$ cat src/rtl/scpi_front_pkg.sv
// Constants and carrier types for the remote command front end.
package scpi_front_pkg;
  localparam int          CLK_HZ      = 250000000;
  localparam int          BAUD        = 57600;
  localparam logic [15:0] BAUD_CYC    = 16'(CLK_HZ / BAUD);
  localparam logic [15:0] PORT_TELNET = 16'd5024;
  localparam logic [15:0] PORT_SOCKET = 16'd5025;
  localparam int          ERR_DEPTH   = 10;
  localparam logic [4:0]  ADDR_MIN    = 5'h01;
  localparam logic [4:0]  ADDR_MAX    = 5'h1e;
  localparam logic [7:0]  GPIB_LAG    = 8'h20;
  localparam logic [7:0]  GPIB_TAG    = 8'h40;
  localparam logic [7:0]  GPIB_UNL    = 8'h3f;
  localparam logic [7:0]  GPIB_UNT    = 8'h5f;
  localparam logic [7:0]  CH_CR       = 8'h0d;
  localparam logic [7:0]  CH_LF       = 8'h0a;
  localparam logic [7:0]  CH_SP       = 8'h20;
  localparam logic [7:0]  CH_DQ       = 8'h22;
  localparam logic [7:0]  CH_SQ       = 8'h27;
  localparam logic [7:0]  CH_MINUS    = 8'h2d;
  localparam logic [7:0]  CH_PLUS     = 8'h2b;
  localparam logic [7:0]  CH_DOT      = 8'h2e;
  localparam logic [63:0] HDR_CLS     = 64'h0000_0000_2a43_4c53;
  localparam logic [63:0] HDR_ERR     = 64'h0000_0000_4552_523f;
  localparam logic [63:0] HDR_ERROR   = 64'h0000_4552_524f_523f;
  localparam logic [23:0] WORD_ON     = 24'h00_4f4e;
  localparam logic [23:0] WORD_OFF    = 24'h4f_4646;
  localparam logic [3:0]  E_NONE      = 4'h0;
  localparam logic [3:0]  E_CMD       = 4'h1;
  localparam logic [3:0]  E_EXEC      = 4'h2;
  localparam logic [3:0]  E_SYNC_OFF  = 4'hc;

  typedef enum logic [3:0] {
    P_HDR  = 4'b0001,
    P_ARG  = 4'b0010,
    P_STR  = 4'b0100,
    P_SKIP = 4'b1000
  } parse_t;

  typedef enum logic [3:0] {
    K_NONE = 4'b0001,
    K_NUM  = 4'b0010,
    K_WORD = 4'b0100,
    K_STR  = 4'b1000
  } kind_t;

  typedef struct packed {
    logic       valid;
    logic [7:0] data;
  } byte_t;

  typedef struct packed {
    logic       valid;
    logic       atn;
    logic [7:0] data;
  } gpib_t;

  typedef struct packed {
    logic        valid;
    logic [15:0] port;
    logic [7:0]  data;
  } lan_t;

  typedef struct packed {
    logic       exec_err;
    logic       query_err;
    logic       range_err;
    logic       mode_bad;
    logic       multi_master;
    logic       no_slave;
    logic [2:0] slave_fail;
    logic       sync_bad;
    logic       out_on;
  } fault_t;

  typedef struct packed {
    logic [7:0][7:0] hdr;
    logic [3:0]      hdr_len;
    kind_t           kind;
    logic            is_int;
    logic            bool_ok;
    logic            bool_val;
    logic [31:0]     value;
    logic [3:0]      frac_digits;
    logic [7:0]      str_len;
  } cmd_t;
endpackage

$ cat src/rtl/scpi_front.sv
// Remote command front end: serial, GPIB and LAN intake, parser, error list.
`timescale 1ns/10ps
module scpi_front #(
  parameter logic [15:0] BAUD_DIV = scpi_front_pkg::BAUD_CYC
) (
  input  wire logic                   i_clk,
  input  wire logic                   i_reset,
  input  wire logic                   i_ce,
  input  wire logic                   i_uart_rx,
  input  wire scpi_front_pkg::gpib_t  i_gpib,
  input  wire logic [4:0]             i_gpib_addr,
  input  wire scpi_front_pkg::lan_t   i_lan,
  input  wire scpi_front_pkg::fault_t i_fault,
  output logic                        o_gpib_ready,
  output logic                        o_lan_ready,
  output logic                        o_gpib_listen,
  output logic                        o_gpib_talk,
  output scpi_front_pkg::cmd_t        o_cmd,
  output logic                        o_cmd_valid,
  output scpi_front_pkg::byte_t       o_str,
  output logic [3:0]                  o_err_resp,
  output logic                        o_err_resp_valid,
  output logic [3:0]                  o_last_err,
  output logic [3:0]                  o_err_count
);
  typedef struct packed {
    logic [1:0]           rx_sync;
    logic                 rx_busy;
    logic [15:0]          rx_cnt;
    logic [3:0]           rx_bit;
    logic [7:0]           rx_sh;
    logic                 rx_v;
    logic                 listen;
    logic                 talk;
    scpi_front_pkg::parse_t st;
    logic                 cr;
    logic                 bad;
    logic                 arg_seen;
    logic                 neg;
    logic                 dot;
    logic                 digits;
    logic [7:0]           quote;
    logic [23:0]          word;
    logic [10:0]          pend;
    logic [9:0][3:0]      q;
    logic [3:0]           rd;
    logic [3:0]           cnt;
    scpi_front_pkg::cmd_t cmd;
    logic                 cmd_v;
    scpi_front_pkg::byte_t sb;
    logic [3:0]           resp;
    logic                 resp_v;
  } state_t;

  state_t s_r;
  state_t s_nxt;

  function automatic logic [7:0] upcase(input logic [7:0] c);
    upcase = (c >= 8'h61 && c <= 8'h7a) ? c - 8'h20 : c;
  endfunction

  function automatic logic is_digit(input logic [7:0] c);
    is_digit = (c >= 8'h30) && (c <= 8'h39);
  endfunction

  function automatic logic [3:0] wrap(input logic [3:0] p);
    wrap = (p == 4'(scpi_front_pkg::ERR_DEPTH - 1)) ? 4'h0 : p + 4'h1;
  endfunction

  logic       addr_ok;
  logic       gpib_byte;
  logic       lan_port_ok;
  logic       lan_byte;
  logic [7:0] ch;
  logic       ch_v;

  always_comb begin
    addr_ok     = (i_gpib_addr >= scpi_front_pkg::ADDR_MIN)
               && (i_gpib_addr <= scpi_front_pkg::ADDR_MAX);
    gpib_byte   = i_gpib.valid && !i_gpib.atn && s_r.listen;
    lan_port_ok = (i_lan.port == scpi_front_pkg::PORT_TELNET)
               || (i_lan.port == scpi_front_pkg::PORT_SOCKET);
    lan_byte    = i_lan.valid && lan_port_ok;
    // The serial receiver cannot be paused, so it always wins the parser.
    o_gpib_ready = !s_r.rx_v;
    o_lan_ready  = !s_r.rx_v && !gpib_byte;
    if (s_r.rx_v) begin
      ch   = s_r.rx_sh;
      ch_v = 1'b1;
    end else if (gpib_byte) begin
      ch   = i_gpib.data;
      ch_v = 1'b1;
    end else begin
      ch   = i_lan.data;
      ch_v = lan_byte;
    end
  end

  logic [7:0]  uc;
  logic [3:0]  push_code;
  logic        push;
  logic        pop;
  logic        clr;
  logic        fin;
  logic [31:0] acc;
  logic [10:0] pend_set;

  always_comb begin
    s_nxt        = s_r;
    uc           = upcase(ch);
    push         = 1'b0;
    push_code    = scpi_front_pkg::E_NONE;
    pop          = 1'b0;
    clr          = 1'b0;
    fin          = 1'b0;
    acc          = s_r.cmd.value * 32'd10 + {28'h0, ch[3:0]};
    s_nxt.rx_v   = 1'b0;
    s_nxt.cmd_v  = 1'b0;
    s_nxt.sb     = '0;
    s_nxt.resp_v = 1'b0;

    // Serial receiver, 8 data bits, no parity, one stop bit.
    s_nxt.rx_sync = {s_r.rx_sync[0], i_uart_rx};
    if (!s_r.rx_busy) begin
      if (!s_r.rx_sync[1]) begin
        s_nxt.rx_busy = 1'b1;
        s_nxt.rx_cnt  = {1'b0, BAUD_DIV[15:1]};
        s_nxt.rx_bit  = 4'h0;
      end
    end else if (s_r.rx_cnt != 16'h0) begin
      s_nxt.rx_cnt = s_r.rx_cnt - 16'h1;
    end else begin
      s_nxt.rx_cnt = BAUD_DIV - 16'h1;
      s_nxt.rx_bit = s_r.rx_bit + 4'h1;
      if (s_r.rx_bit == 4'h0) begin
        // A start bit that has gone high again was a glitch.
        s_nxt.rx_busy = !s_r.rx_sync[1];
      end else if (s_r.rx_bit <= 4'h8) begin
        s_nxt.rx_sh = {s_r.rx_sync[1], s_r.rx_sh[7:1]};
      end else begin
        s_nxt.rx_busy = 1'b0;
        s_nxt.rx_v    = s_r.rx_sync[1];
      end
    end

    // Bus addressing on command bytes; only addresses 1 to 30 are accepted.
    if (i_gpib.valid && i_gpib.atn) begin
      if (i_gpib.data == scpi_front_pkg::GPIB_UNL) begin
        s_nxt.listen = 1'b0;
      end else if (i_gpib.data == scpi_front_pkg::GPIB_UNT) begin
        s_nxt.talk = 1'b0;
      end else if (addr_ok) begin
        if (i_gpib.data == (scpi_front_pkg::GPIB_LAG | {3'h0, i_gpib_addr}))
          s_nxt.listen = 1'b1;
        else if (i_gpib.data ==
                 (scpi_front_pkg::GPIB_TAG | {3'h0, i_gpib_addr}))
          s_nxt.talk = 1'b1;
      end
    end
    if (!addr_ok) begin
      s_nxt.listen = 1'b0;
      s_nxt.talk   = 1'b0;
    end

    // Command parser.
    if (ch_v) begin
      s_nxt.cr = (ch == scpi_front_pkg::CH_CR);
      if (ch == scpi_front_pkg::CH_LF && s_r.cr) begin
        fin = 1'b1;
      end else if (ch == scpi_front_pkg::CH_CR
                   && s_r.st != scpi_front_pkg::P_STR) begin
        s_nxt.cr = 1'b1;
      end else begin
        unique case (s_r.st)
          scpi_front_pkg::P_HDR: begin
            if (ch == scpi_front_pkg::CH_SP) begin
              s_nxt.st = scpi_front_pkg::P_ARG;
              if (s_r.cmd.hdr_len == 4'h0)
                s_nxt.bad = 1'b1;
            end else if (s_r.cmd.hdr_len == 4'h8) begin
              s_nxt.bad = 1'b1;
            end else begin
              s_nxt.cmd.hdr     = {s_r.cmd.hdr[6:0], uc};
              s_nxt.cmd.hdr_len = s_r.cmd.hdr_len + 4'h1;
            end
          end
          scpi_front_pkg::P_ARG: begin
            s_nxt.arg_seen = 1'b1;
            if (ch == scpi_front_pkg::CH_SP) begin
              s_nxt.bad = 1'b1;
            end else if (!s_r.arg_seen && (ch == scpi_front_pkg::CH_DQ
                         || ch == scpi_front_pkg::CH_SQ)) begin
              s_nxt.quote    = ch;
              s_nxt.cmd.kind = scpi_front_pkg::K_STR;
              s_nxt.st       = scpi_front_pkg::P_STR;
            end else if (!s_r.arg_seen && (ch == scpi_front_pkg::CH_MINUS
                         || ch == scpi_front_pkg::CH_PLUS)) begin
              s_nxt.neg      = (ch == scpi_front_pkg::CH_MINUS);
              s_nxt.cmd.kind = scpi_front_pkg::K_NUM;
            end else if (is_digit(ch) && s_r.cmd.kind
                         != scpi_front_pkg::K_WORD) begin
              s_nxt.cmd.kind  = scpi_front_pkg::K_NUM;
              s_nxt.digits    = 1'b1;
              s_nxt.cmd.value = acc;
              if (s_r.dot)
                s_nxt.cmd.frac_digits = s_r.cmd.frac_digits + 4'h1;
            end else if (ch == scpi_front_pkg::CH_DOT && !s_r.dot
                         && s_r.cmd.kind != scpi_front_pkg::K_WORD) begin
              s_nxt.dot      = 1'b1;
              s_nxt.cmd.kind = scpi_front_pkg::K_NUM;
            end else if (s_r.cmd.kind != scpi_front_pkg::K_NUM
                         && uc >= 8'h41 && uc <= 8'h5a) begin
              s_nxt.cmd.kind = scpi_front_pkg::K_WORD;
              s_nxt.word     = {s_r.word[15:0], uc};
              if (s_r.word[23:16] != 8'h0)
                s_nxt.bad = 1'b1;
            end else begin
              s_nxt.bad = 1'b1;
            end
          end
          scpi_front_pkg::P_STR: begin
            if (ch == s_r.quote) begin
              s_nxt.st = scpi_front_pkg::P_SKIP;
            end else begin
              s_nxt.sb.valid    = 1'b1;
              s_nxt.sb.data     = ch;
              s_nxt.cmd.str_len = s_r.cmd.str_len + 8'h1;
            end
          end
          scpi_front_pkg::P_SKIP: begin
            // Only the terminator may follow a closed string.
            s_nxt.bad = 1'b1;
          end
          default: begin
            s_nxt.st  = scpi_front_pkg::P_SKIP;
            s_nxt.bad = 1'b1;
          end
        endcase
      end
    end

    if (fin) begin
      s_nxt.cmd.is_int   = s_r.cmd.kind == scpi_front_pkg::K_NUM
                        && !s_r.dot;
      s_nxt.cmd.bool_ok  = 1'b0;
      s_nxt.cmd.bool_val = 1'b0;
      if (s_r.neg)
        s_nxt.cmd.value = 32'h0 - s_r.cmd.value;
      if (s_r.cmd.kind == scpi_front_pkg::K_WORD) begin
        s_nxt.cmd.bool_ok  = (s_r.word == scpi_front_pkg::WORD_ON)
                          || (s_r.word == scpi_front_pkg::WORD_OFF);
        s_nxt.cmd.bool_val = (s_r.word == scpi_front_pkg::WORD_ON);
      end else if (s_r.cmd.kind == scpi_front_pkg::K_NUM && !s_r.dot
                   && !s_r.neg && s_r.cmd.value[31:1] == 31'h0) begin
        s_nxt.cmd.bool_ok  = 1'b1;
        s_nxt.cmd.bool_val = s_r.cmd.value[0];
      end
      if (s_r.bad || s_r.st == scpi_front_pkg::P_STR
          || (s_r.cmd.kind == scpi_front_pkg::K_NUM && !s_r.digits)
          || s_r.cmd.hdr_len == 4'h0) begin
        push      = 1'b1;
        push_code = scpi_front_pkg::E_CMD;
      end else if (s_r.cmd.hdr == scpi_front_pkg::HDR_CLS) begin
        clr = 1'b1;
      end else if (s_r.cmd.hdr == scpi_front_pkg::HDR_ERR
                   || s_r.cmd.hdr == scpi_front_pkg::HDR_ERROR) begin
        pop          = s_r.cnt != 4'h0;
        s_nxt.resp_v = 1'b1;
        s_nxt.resp   = (s_r.cnt != 4'h0) ? s_r.q[s_r.rd]
                                         : scpi_front_pkg::E_NONE;
      end else begin
        s_nxt.cmd_v = 1'b1;
      end
      s_nxt.st       = scpi_front_pkg::P_HDR;
      s_nxt.bad      = 1'b0;
      s_nxt.arg_seen = 1'b0;
      s_nxt.neg      = 1'b0;
      s_nxt.dot      = 1'b0;
      s_nxt.digits   = 1'b0;
      s_nxt.word     = 24'h0;
      s_nxt.cr       = 1'b0;
    end
    if (s_r.cmd_v || s_r.resp_v || (fin && (push || clr))) begin
      // Fields of the finished command are held until its pulse has passed.
      // A clear has no pulse, so its header must not leak into the next.
      s_nxt.cmd.hdr         = 64'h0;
      s_nxt.cmd.hdr_len     = 4'h0;
      s_nxt.cmd.kind        = scpi_front_pkg::K_NONE;
      s_nxt.cmd.value       = 32'h0;
      s_nxt.cmd.frac_digits = 4'h0;
      s_nxt.cmd.str_len     = 8'h0;
    end

    // Fault events wait as pending bits, one enters the list per cycle.
    pend_set = {i_fault.sync_bad && !i_fault.out_on,
                i_fault.sync_bad && i_fault.out_on,
                i_fault.slave_fail[2],
                i_fault.slave_fail[1],
                i_fault.slave_fail[0],
                i_fault.no_slave,
                i_fault.multi_master,
                i_fault.mode_bad,
                i_fault.range_err,
                i_fault.query_err,
                i_fault.exec_err};
    if (!push) begin
      for (int i = 10; i >= 0; i--) begin
        if (s_r.pend[i]) begin
          push      = 1'b1;
          push_code = 4'(i) + scpi_front_pkg::E_EXEC;
        end
      end
      if (push)
        s_nxt.pend[push_code - scpi_front_pkg::E_EXEC] = 1'b0;
    end
    // A new event in the cycle of its service is kept.
    s_nxt.pend = s_nxt.pend | pend_set;

    // Error list, oldest first.
    if (clr) begin
      s_nxt.cnt = 4'h0;
      s_nxt.rd  = 4'h0;
    end else if (pop) begin
      s_nxt.rd  = wrap(s_r.rd);
      s_nxt.cnt = s_r.cnt - 4'h1;
    end
    if (push) begin
      if (clr) begin
        s_nxt.q[0] = push_code;
        s_nxt.cnt  = 4'h1;
      end else if (s_r.cnt != 4'(scpi_front_pkg::ERR_DEPTH)) begin
        s_nxt.q[4'((5'(s_r.rd) + 5'(s_r.cnt))
                   % 5'(scpi_front_pkg::ERR_DEPTH))] = push_code;
        s_nxt.cnt = s_nxt.cnt + 4'h1;
      end
    end
  end

  always_ff @(posedge i_clk or posedge i_reset) begin
    if (i_reset) begin
      s_r          <= '0;
      s_r.rx_sync  <= 2'h3;
      s_r.st       <= scpi_front_pkg::P_HDR;
      s_r.cmd.kind <= scpi_front_pkg::K_NONE;
    end else if (i_ce) begin
      s_r <= s_nxt;
    end
  end

  always_comb begin
    o_gpib_listen    = s_r.listen;
    o_gpib_talk      = s_r.talk;
    o_cmd            = s_r.cmd;
    o_cmd_valid      = s_r.cmd_v;
    o_str            = s_r.sb;
    o_err_resp       = s_r.resp;
    o_err_resp_valid = s_r.resp_v;
    o_last_err       = (s_r.cnt != 4'h0) ? s_r.q[s_r.rd]
                                         : scpi_front_pkg::E_NONE;
    o_err_count      = s_r.cnt;
  end
endmodule

$ cat config.mk
export PLATFORM = sky130hd
export DESIGN_NAME = scpi_front
export DESIGN_NICKNAME = d
export VERILOG_FILES = /design/src/rtl/scpi_front_pkg.sv /design/src/rtl/scpi_front.sv
export SDC_FILE = /design/constraint.sdc
export NUM_CORES = 1
export LEC_CHECK = 0
export BUFFER_PORTS_ARGS = -buffer_cell sky130_fd_sc_hd__buf_2
export CAP_MARGIN = 10
export CORE_MARGIN = 2
export CORE_UTILIZATION = 40
export DETAILED_ROUTE_END_ITERATION = 6
export SYNTH_ARGS = -nofsm -noshare
export SYNTH_HDL_FRONTEND = slang
export SYNTH_SLANG_ARGS = --single-unit
$ cat constraint.sdc
create_clock -name i_clk -period 10.2 [get_ports i_clk]
set_input_delay 0 -clock i_clk [delete_from_list [all_inputs] [get_ports i_clk]]
set_output_delay 0 -clock i_clk [all_outputs]
set_load 0.05 [all_outputs]
# Yosys cells after proc, flatten, opt, wreduce, memory -nomap -nowiden
# Cells that the tools add are included.
dict set report totals {
  wordCells 410
  inputBits 55
  output_inout_bits 146
  register_bits 269
}
dict set report op_classes {
  n_div 1
  add_sub_neg 13
  bitwise_logic 11
  magnitude_cmp 14
  n_reduce_logical 90
  eq_ne 67
  mux 162
  multipliers 1
}
# operator n
set ops {}
lappend ops {{72-bit two-way mux} 4}
lappend ops {{36-bit two-way mux} 6}
lappend ops {{68-bit two-way mux} 3}
lappend ops {{44-bit two-way mux} 4}
lappend ops {{24-bit two-way mux} 6}
lappend ops {{4-bit two-way mux} 35}
lappend ops {{42-bit two-way mux} 2}
lappend ops {{8-bit two-way mux} 9}
lappend ops {{64-bit by 30-bit equality test with 1-bit output (second input constant)} 1}
lappend ops {{64-bit by 31-bit equality test with 1-bit output (second input constant)} 1}
lappend ops {{64-bit by 47-bit equality test with 1-bit output (second input constant)} 1}
lappend ops {{1-bit two-way mux} 64}
lappend ops {{32-bit two-way mux} 2}
lappend ops {{8-bit by 6-bit equality test with 1-bit output (second input constant)} 7}
lappend ops {{9-bit two-way mux} 6}
lappend ops {{21-bit two-way mux} 2}
lappend ops {{40-bit bitwise mux} 1}
lappend ops {{37-bit two-way mux} 1}
lappend ops {{35-bit two-way mux} 1}
lappend ops {{32-bit by 4-bit adder with 32-bit output} 1}
lappend ops {{16-bit by 13-bit equality test with 1-bit output (second input constant)} 2}
lappend ops {{32-bit by 3-bit multiplier with 31-bit output (second input constant)} 1}
lappend ops {{1-bit by 32-bit subtractor with 32-bit output (first input constant)} 1}
lappend ops {{31-bit logical NOT} 1}
lappend ops {{71 further kinds} 197}

# Logic depth before layout (Yosys ltp)
# Gate-level depths: netlist (run 1).
dict set report logic_depth {
  word_depth 32
  mapped_depth 16
  depth_no_buf 15
}

# Worst setup path before layout (run 1)
# Ideal clock, no wire load.
dict set report synth_path {
  path_type {reg2reg}
  from {register s_r, in the netlist o_cmd[13]}
  to {register s_r, in the netlist o_cmd[39]}
  setup_ns 0.122
  n_path_buf 1
  t_required_ns 10.078
  synth_period_minus_slack_ns 4.450
  path_stages_with_launch 16
  setup_slack_ns 5.750
  arrival_time_ns 4.328
  cell_sequence {dfrtp_1 ha_1 ha_1 fa_1 a21o_1 a21oi_1 xnor2_1 nand4_1 or4b_1 buf_2 or4_4 or3_4 nor3_2 xnor2_1 nand2_1 a32o_1}
}
dict set report synth_between {
  elab_chain_len 13
}
# item line_no
set synth_lines {}
lappend synth_lines {{start, declared} scpi_front.sv:55} ;# state_t s_r;
lappend synth_lines {{start signal, assigned} scpi_front.sv:346} ;# s_r <= s_nxt;
lappend synth_lines {{32-bit by 3-bit multiplier with 31-bit output} scpi_front.sv:116} ;# acc = s_r.cmd.value * 32'd10 + {28'h0, ch[3:0]};
lappend synth_lines {{32-bit by 4-bit adder with 32-bit output} scpi_front.sv:116}
lappend synth_lines {{36-bit two-way mux} scpi_front.sv:200} ;# end else if (is_digit(ch) && s_r.cmd.kind
lappend synth_lines {{36-bit two-way mux} scpi_front.sv:196} ;# end else if (!s_r.arg_seen && (ch == scpi_front_pkg::CH_MINUS
lappend synth_lines {{36-bit two-way mux} scpi_front.sv:191} ;# end else if (!s_r.arg_seen && (ch == scpi_front_pkg::CH_DQ
lappend synth_lines {{36-bit two-way mux} scpi_front.sv:189} ;# if (ch == scpi_front_pkg::CH_SP) begin
lappend synth_lines {{36-bit two-way mux} scpi_front.sv:174} ;# unique case (s_r.st)
lappend synth_lines {{44-bit two-way mux} scpi_front.sv:170} ;# end else if (ch == scpi_front_pkg::CH_CR
lappend synth_lines {{44-bit two-way mux} scpi_front.sv:168} ;# if (ch == scpi_front_pkg::CH_LF && s_r.cr) begin
lappend synth_lines {{44-bit two-way mux} scpi_front.sv:166} ;# if (ch_v) begin
lappend synth_lines {{32-bit two-way mux} scpi_front.sv:247} ;# if (s_r.neg)
lappend synth_lines {{32-bit two-way mux (*)} scpi_front.sv:242} ;# if (fin) begin
lappend synth_lines {{44-bit two-way mux (*)} scpi_front.sv:283} ;# if (s_r.cmd_v || s_r.resp_v || (fin && (push || clr))) begin
# Mark *: on every way between the ends. The rest lies on a longest branch, timed or not. The select of a mux whose other input is x is not followed.
# A chain may end at the register's enable or synchronous reset.

# Worst setup path after layout (run 1)
dict set report layout_path {
  from {register s_r[237] in the netlist's numbering}
  to {register s_r, in the netlist o_cmd[48]}
}
dict set report layout_between {
  elab_chain_len 14
}
# item
set layout_lines {}
lappend layout_lines {{parallel branches: the longest is 14 deep, another holds 8-bit by 7-bit >= comparator with 1-bit output}}
# Several ways; the timed one is not identified. The select of a mux whose other input is x is not followed.

==> impl_metrics.ini, run 1 <==
[timing]
fmax_mhz = 193
setup_tns_ns = 0
fin_ws_ns = 5.03
report.final.slew_viol_count = 0
max_slew.worst_pin.slew_ns = 1.14
rsz0062_at_grt = false
fin_skew_ns = 0.0112
fin_crit_sh_pct = 50.7
finalSetupViolCount = 0
hold_violations = 0
max_slew_margin_pct = 23.4
period_needed_ns = 5.17

[clocking]
cts_root_buffer = clkbuf_16
clk_latency_ns = 0.57
cts_resized = 0
cts_tree = yes
post_cts_buffers = 0
cts_max_path_buffers = 3
clock_sinks = 269
cts-htree-levels = 1
cts_made_buffers = 30
clk_pin_slew_ns = 0.06

[synthesis]
synth-seq-area-share_pct = 37.6
syn_nets = 2107
ys_ff_latch = 269
yosys_warnings = 0
synth_area_per_cell_sq_um = 9.09
netlist_area_sq_um = 17900
yosys_most_used_dff = dfrtp_1
synth-edff-count = 0
ys_types = 89
async_reset_ff_share_pct = 100
synthCells = 1969

[power]
ir_drop_mv = 0.127
power_w = 0.00318
power_density_nw_per_um2 = 161
p_leak_nw = 9.08

[drt]
vias = 15000
via_per_inst = 5.70
dr.pass1.iters = 5
ant_nets = 0
wl_mm = 49.1
wl_per_cell_um = 18.6
drc_errors = 0
drtIter0Drc = 1257

[floorplan]
coreArea_sq_um = 44200
dieArea_sq_um = 46400
io_pins = 201
fp.dieH_um = 216
num_rows = 77
initial_core_util_pct = 40.5
die_width_um = 216

[critical_path]
slowest_stage = nor2_1
startpoint_type = flop
cp_data_arrival_time_ns = 5.63
cp_num_buf_inv = 3
cp_top_family = simple AND/OR/NAND/NOR gates
crit_path_max_incr_delay_ns = 0.88
required_ns = 10.66
setup.worst_path.class = flop to flop
crit_chain = clkinv_1 -> and2_1 -> o21ai_1 -> inv_1 -> nor3_2 -> a211oi_4 -> buf_4 -> nor2_1 -> a31oi_1 -> a21oi_1 -> nor2b_1 -> a31o_2
critical_path.max_fanout = 26
endpoint_kind = flop

[hold_path]
hold_class = input port to flop

[global_route]
grt_max_degree = 149
grtUsageMet2_pct = 34.1
grt_pass1_wl_mm = 79.8
grt_antenna_before_repair = 0
gr-usage-met3_pct = 2.61
overflow = 0
gr-max-usage-layer = met2
grt_use_met1_pct = 29.5
grt_pass1_vias = 14600
grtUsageTotal_pct = 20.9

[place]
port_buffers = 199
dp_hpwl_mm = 35.2
gp_congestion = 0.881
dp_slack_ns = 4.98

[cells_and_area]
nNetsFinal = 2160
syn_to_final_growth_pct = 10.4
fillers = 4354
n_antenna_cell = 0
finish.utilization_pct = 44.7
final_common_cell = dfrtp_1
mostFrequentLayoutCells = 265 x dfrtp_1, 199 x buf_2, 191 x nand2_1
drive_gt1_share_pct = 18.0

[job]
maxCapViolCount = 0

[outcome]
outcome = completed
[registers in the layout, summed over array words and instances, names as in the netlist]
| signal | cells |
|---|---|
| o_err_resp_valid | 1 |
| o_str | 9 |
| o_err_count | 4 |
| o_gpib_listen | 1 |
| s_r | 128 |
| o_cmd_valid | 1 |
| o_cmd | 119 |
| o_gpib_talk | 1 |
| o_err_resp | 4 |
| s_nxt | 1 |
[stage by stage]
stage                     area, sq um  hold WS [ns]  cells
after floorplan                 17900         0.107   1969
after global placement          18500         0.208   2560
after detailed placement        18500         0.218   2560
after CTS                       19700         0.124   2635
after global routing            19800         0.157   2636
final                           19800         0.109   2636
[layer usage]
| metal | share of wire, % | vias up |
|---|---|---|
| met2 | 47 | 393 |
| met3 | 4.9 | 60 |
| met5 | 0 | - |
| met4 | 1.8 | 0 |
| met1 | 46 | 7380 |
| li1 | - | 7190 |
[layout make-up]
| cell class | instances | area [sq um] | area share (%) |
|---|---|---|---|
| Inverter | 59 | 229 | 1.16 |
| Sequential cell | 269 | 6740 | 34.1 |
| Clock inverter | 14 | 229 | 1.16 |
| Multi-Input combinational cell | 1425 | 9630 | 48.8 |
| Timing Repair Buffer | 237 | 1350 | 6.81 |
| Clock buffer | 40 | 840 | 4.25 |
| Tap cell | 592 | 741 | 3.75 |
[tightest hold or removal path, delay by kind of cell]
kind | cells | cell delay (ns)
buffers and inverters | 1 | 0.08
AOI/OAI and AO/OA | 2 | 0.30
and+or+nand+nor | 3 | 0.25
[cell usage after synthesis, types with 11 or more instances]
| master | instances | area share (%) |
|---|---|---|
| mux2_2 | 59 | 3.7 |
| and2_1 | 25 | 0.87 |
| buf_4 | 136 | 5.7 |
| o31ai_1 | 17 | 0.71 |
| xnor2_1 | 55 | 2.7 |
| a22o_1 | 71 | 3.5 |
| a31oi_1 | 16 | 0.56 |
| dfrtp_1 | 265 | 37 |
| nor4_1 | 28 | 0.98 |
| inv_1 | 57 | 1.2 |
| ha_1 | 80 | 5.6 |
| nand4_1 | 26 | 0.91 |
| nor4b_1 | 11 | 0.54 |
| buf_2 | 13 | 0.36 |
| a21oi_1 | 96 | 2.7 |
| nand2_1 | 191 | 4.0 |
| o211ai_1 | 11 | 0.46 |
| nand3_1 | 66 | 1.8 |
| o21a_1 | 14 | 0.59 |
| a211oi_1 | 17 | 0.71 |
| o22ai_1 | 13 | 0.45 |
| a21o_1 | 11 | 0.46 |
| nand2b_1 | 11 | 0.38 |
| xor2_1 | 33 | 1.6 |
| clkbuf_1 | 63 | 1.3 |
| mux2i_1 | 22 | 1.2 |
| nor3b_1 | 12 | 0.50 |
| and3_1 | 21 | 0.73 |
| o21ai_0 | 137 | 3.8 |
| nor3_1 | 69 | 1.9 |
| or3_1 | 23 | 0.80 |
| nor2_1 | 126 | 2.6 |
[where the power goes]
part | switching, W | internal, W | total, W
Sequential | 0.0000959 | 0.00117 | 0.00127
Clock | 0.000455 | 0.000727 | 0.00118
Combinational | 0.000446 | 0.000287 | 0.000733
Total | 0.000997 | 0.00218 | 0.00318
[cell families (layout without fill, tap and decap cells)]
| logic type | after synthesis | after routing | synth area share (%) |
|---|---|---|---|
| AND/OR/NAND/NOR | 668 | 668 | 19.0 |
| multiplexers | 89 | 89 | 5.95 |
| AO/OA/AOI/OAI | 497 | 497 | 18.5 |
| XOR/XNOR | 88 | 88 | 4.31 |
| buffers and inverters | 275 | 350 | 8.71 |
| adder cells (fa/ha/maj) | 83 | 83 | 5.93 |
| flip-flops | 269 | 269 | 37.6 |
[timing repair]
action | CTS | global route
endpoints found under the hold margin | 135 | 0
setup endpoints to repair | 0 | 0
hold buffers | 21 | 0
[worst paths after layout]
path,endpoint,start,slack [ns],cells after the start
max,o_cmd[48]$_DFFE_PP0P_,s_r[237]$_DFFE_PP0P_,5.03,12
min,s_r[234]$_DFFE_PP0P_,i_lan[9],0.11,6
max reg2reg,o_cmd[48]$_DFFE_PP0P_,s_r[237]$_DFFE_PP0P_,5.03,12
min reg2reg,o_cmd[47]$_DFFE_PP1P_,o_cmd[47]$_DFFE_PP1P_,0.48,2
max in group asynchronous,o_str[6]$_DFFE_PP0P_,i_reset,8.77,4
min in group asynchronous,o_cmd[115]$_DFFE_PP0P_,i_reset,0.12,3
(Power assumes the default switching activity.)
==> run 2: changes to the inputs <==
==> constraint.sdc (replaced) <==
create_clock -name i_clk -period 4.3 [get_ports i_clk]
set_input_delay 0 -clock i_clk [delete_from_list [all_inputs] [get_ports i_clk]]
set_output_delay 0 -clock i_clk [all_outputs]
set_load 0.05 [all_outputs]
==> run 2 against run 1 <==
- via count rose by 3.4%
- register-to-register slack got worse by 4.9 ns
- count of clock-buffer cells in the layout fell by 2
- clock power rose by 150%
- critical path depth rose by 2
- die area did not move
- sequential power rose by 130%
- sequential share of layout area fell by 1.2 points
- worst hold slack got worse by 0.050 ns
- fmax rose by 24%
- total power rose by 140%
- highest routed layer unchanged
==> impl_metrics.ini, run 2 (synthesized netlist as in run 1, its figures left out) <==
[timing]
period_needed_ns = 4.17
max_slew_margin_pct = 29.0
fin_crit_sh_pct = 96.9
fin_ws_ns = 0.132
max_slew.worst_pin.slew_ns = 1.06
hold_violations = 0
finalSetupViolCount = 0
fmax_mhz = 240
report.final.slew_viol_count = 0
fin_skew_ns = 0.0197

[place]
dpl_cell_area_sq_um = 19000
port_buffers = 199
dp_slack_ns = -0.0285
gp_congestion = 0.879
dp_hpwl_mm = 37.4

[floorplan]
num_rows = 77
die_width_um = 216
io_pins = 201
fp.dieH_um = 216
initial_core_util_pct = 40.5
dieArea_sq_um = 46400
coreArea_sq_um = 44200

[cells_and_area]
drive_gt1_share_pct = 22.0
nNetsFinal = 2224
largest_register_ffs = 128
final_common_cell = dfrtp_1
n_antenna_cell = 0
syn_to_final_growth_pct = 14.5
mostFrequentLayoutCells = 264 x dfrtp_1, 199 x buf_2, 191 x nand2_1
final_cell_area_sq_um = 20500
largest-register = s_r
fillers = 4255

[critical_path]
setup.worst_path.class = flop to flop
required_ns = 4.78
crit-reg2reg-launch = o_cmd[13]$_DFFE_PP0P_
critical_path.max_fanout = 3
crit_path_max_incr_delay_ns = 0.58
endpoint_kind = flop
cp_common_cell = ha_4
r2r_setup_slack_ns = 0.13
slowest_stage = or4b_4
rr_endpoint = o_cmd[39]$_DFFE_PP0P_
crit_chain = ha_4 -> ha_4 -> fa_2 -> a21o_1 -> and4_4 -> o2111ai_4 -> nand4_1 -> or4b_4 -> or4_4 -> or3_4 -> nor3_4 -> xnor2_1 -> nand2_1 -> a32o_1
worstRegToRegCells = 14
cp_data_arrival_time_ns = 4.65
crit_end = o_cmd[39]$_DFFE_PP0P_
crit_path_start = o_cmd[13]$_DFFE_PP0P_
startpoint_type = flop

[clocking]
cts_made_buffers = 31
clk_latency_ns = 0.59
clock_sinks = 269
cts_root_buffer = clkbuf_16
clk_pin_slew_ns = 0.07
cts_max_path_buffers = 3
cts_tree = yes
cts-htree-levels = 1

[global_route]
grt_pass1_vias = 14900
overflow = 0
grt_antenna_before_repair = 0
grt_max_degree = 169
grt_pass1_wl_mm = 82.0
grtUsageTotal_pct = 21.5

[drt]
vias = 15500
ant_nets = 0
via_per_inst = 5.75
dr.pass1.iters = 7
wl_per_cell_um = 18.9
wl_mm = 51.2
drc_errors = 0
drtIter0Drc = 1317

[job]
maxCapViolCount = 0

[power]
power_density_nw_per_um2 = 378
ir_drop_mv = 0.333
p_leak_nw = 9.46

[hold_path]
hold_class = input port to flop

[outcome]
outcome = completed
## run 2: critical path: cells and delay by family, from the launching register on
family	cells	cell delay, ns
AOI/OAI and AO/OA	3	0.65
and+or+nand+nor	7	2.05
DFF	1	0.42
xor gates and xnor gates	1	0.14
adders and majority gates	3	0.80
## run 2: per-layer routing
layer  wire, um  track usage, %  vias up  part of all wire (%)
met2      23900            35.2      474                    47
met3       2630            2.06       84                   5.1
met1      23700            30.6     7676                    46
li1           -               -     7300                     -
met4       1050            5.43        0                   2.0
met5          0               0        -                     0
## run 2: worst min-delay path by stage
| stage | start | endpoint | slack [ns] | cells after the start |
|---|---|---|---|---|
| final | i_lan[5] | o_str[5]$_DFFE_PP0P_ | 0.06 | 5 |
| after global routing | i_lan[5] | o_str[5]$_DFFE_PP0P_ | 0.09 | 5 |
| after CTS | i_lan[5] | o_str[5]$_DFFE_PP0P_ | 0.03 | 5 |
| after detailed placement | i_fault[0] | s_r[192]$_DFFE_PP0P_ | 0.22 | 2 |
| after global placement | i_fault[0] | s_r[192]$_DFFE_PP0P_ | 0.21 | 2 |
| after floorplan | i_fault[0] | s_r[192]$_DFFE_PP0P_ | 0.11 | 1 |
## run 2: layout make-up
cell class,count,area [sq um],share of cell area [%]
well taps,592,741,3.62
repair buffers,300,1830,8.94
clock buffers,38,852,4.16
clock inverters,20,279,1.36
flip-flops and latches,269,6740,32.9
multi-input cells,1425,9820,47.9
inverters,59,225,1.10
## run 2: what timing repair did
action / 4_1_cts / 5_1_grt
gates cloned: 0 / 0
setup buffers: 0 / 1
hold endpoints to repair: 287 / 0
setup endpoints to repair: 3 / 33
hold buffers: 21 / 0
gates resized for setup: 3 / 30
pin swaps: 0 / 14
## run 2: stage by stage
step | setup TNS (ns) | std cells | util, % | hold slack, ns | power (W)
6_report | 0 | 2703 | 46.3 | 0.0598 | 0.00775
3_3_place_gp | 0 | 2623 | 42.9 | 0.207 | 0.00477
5_1_grt | -0.0620 | 2703 | 46.3 | 0.0867 | 0.00813
2_1_floorplan | 0 | 1969 | - | 0.107 | 0.00435
3_5_place_dp | -0.0516 | 2623 | 42.9 | 0.221 | 0.00482
4_1_cts | 0 | 2702 | 45.9 | 0.0341 | 0.00778
## run 2: power breakdown
part / internal (W) / switching, W / total, W / leakage, nW
Combinational: 0.000749 / 0.00111 / 0.00186 / 5.35
Clock: 0.00177 / 0.00114 / 0.00292 / 0.546
Sequential: 0.00278 / 0.000195 / 0.00297 / 3.57
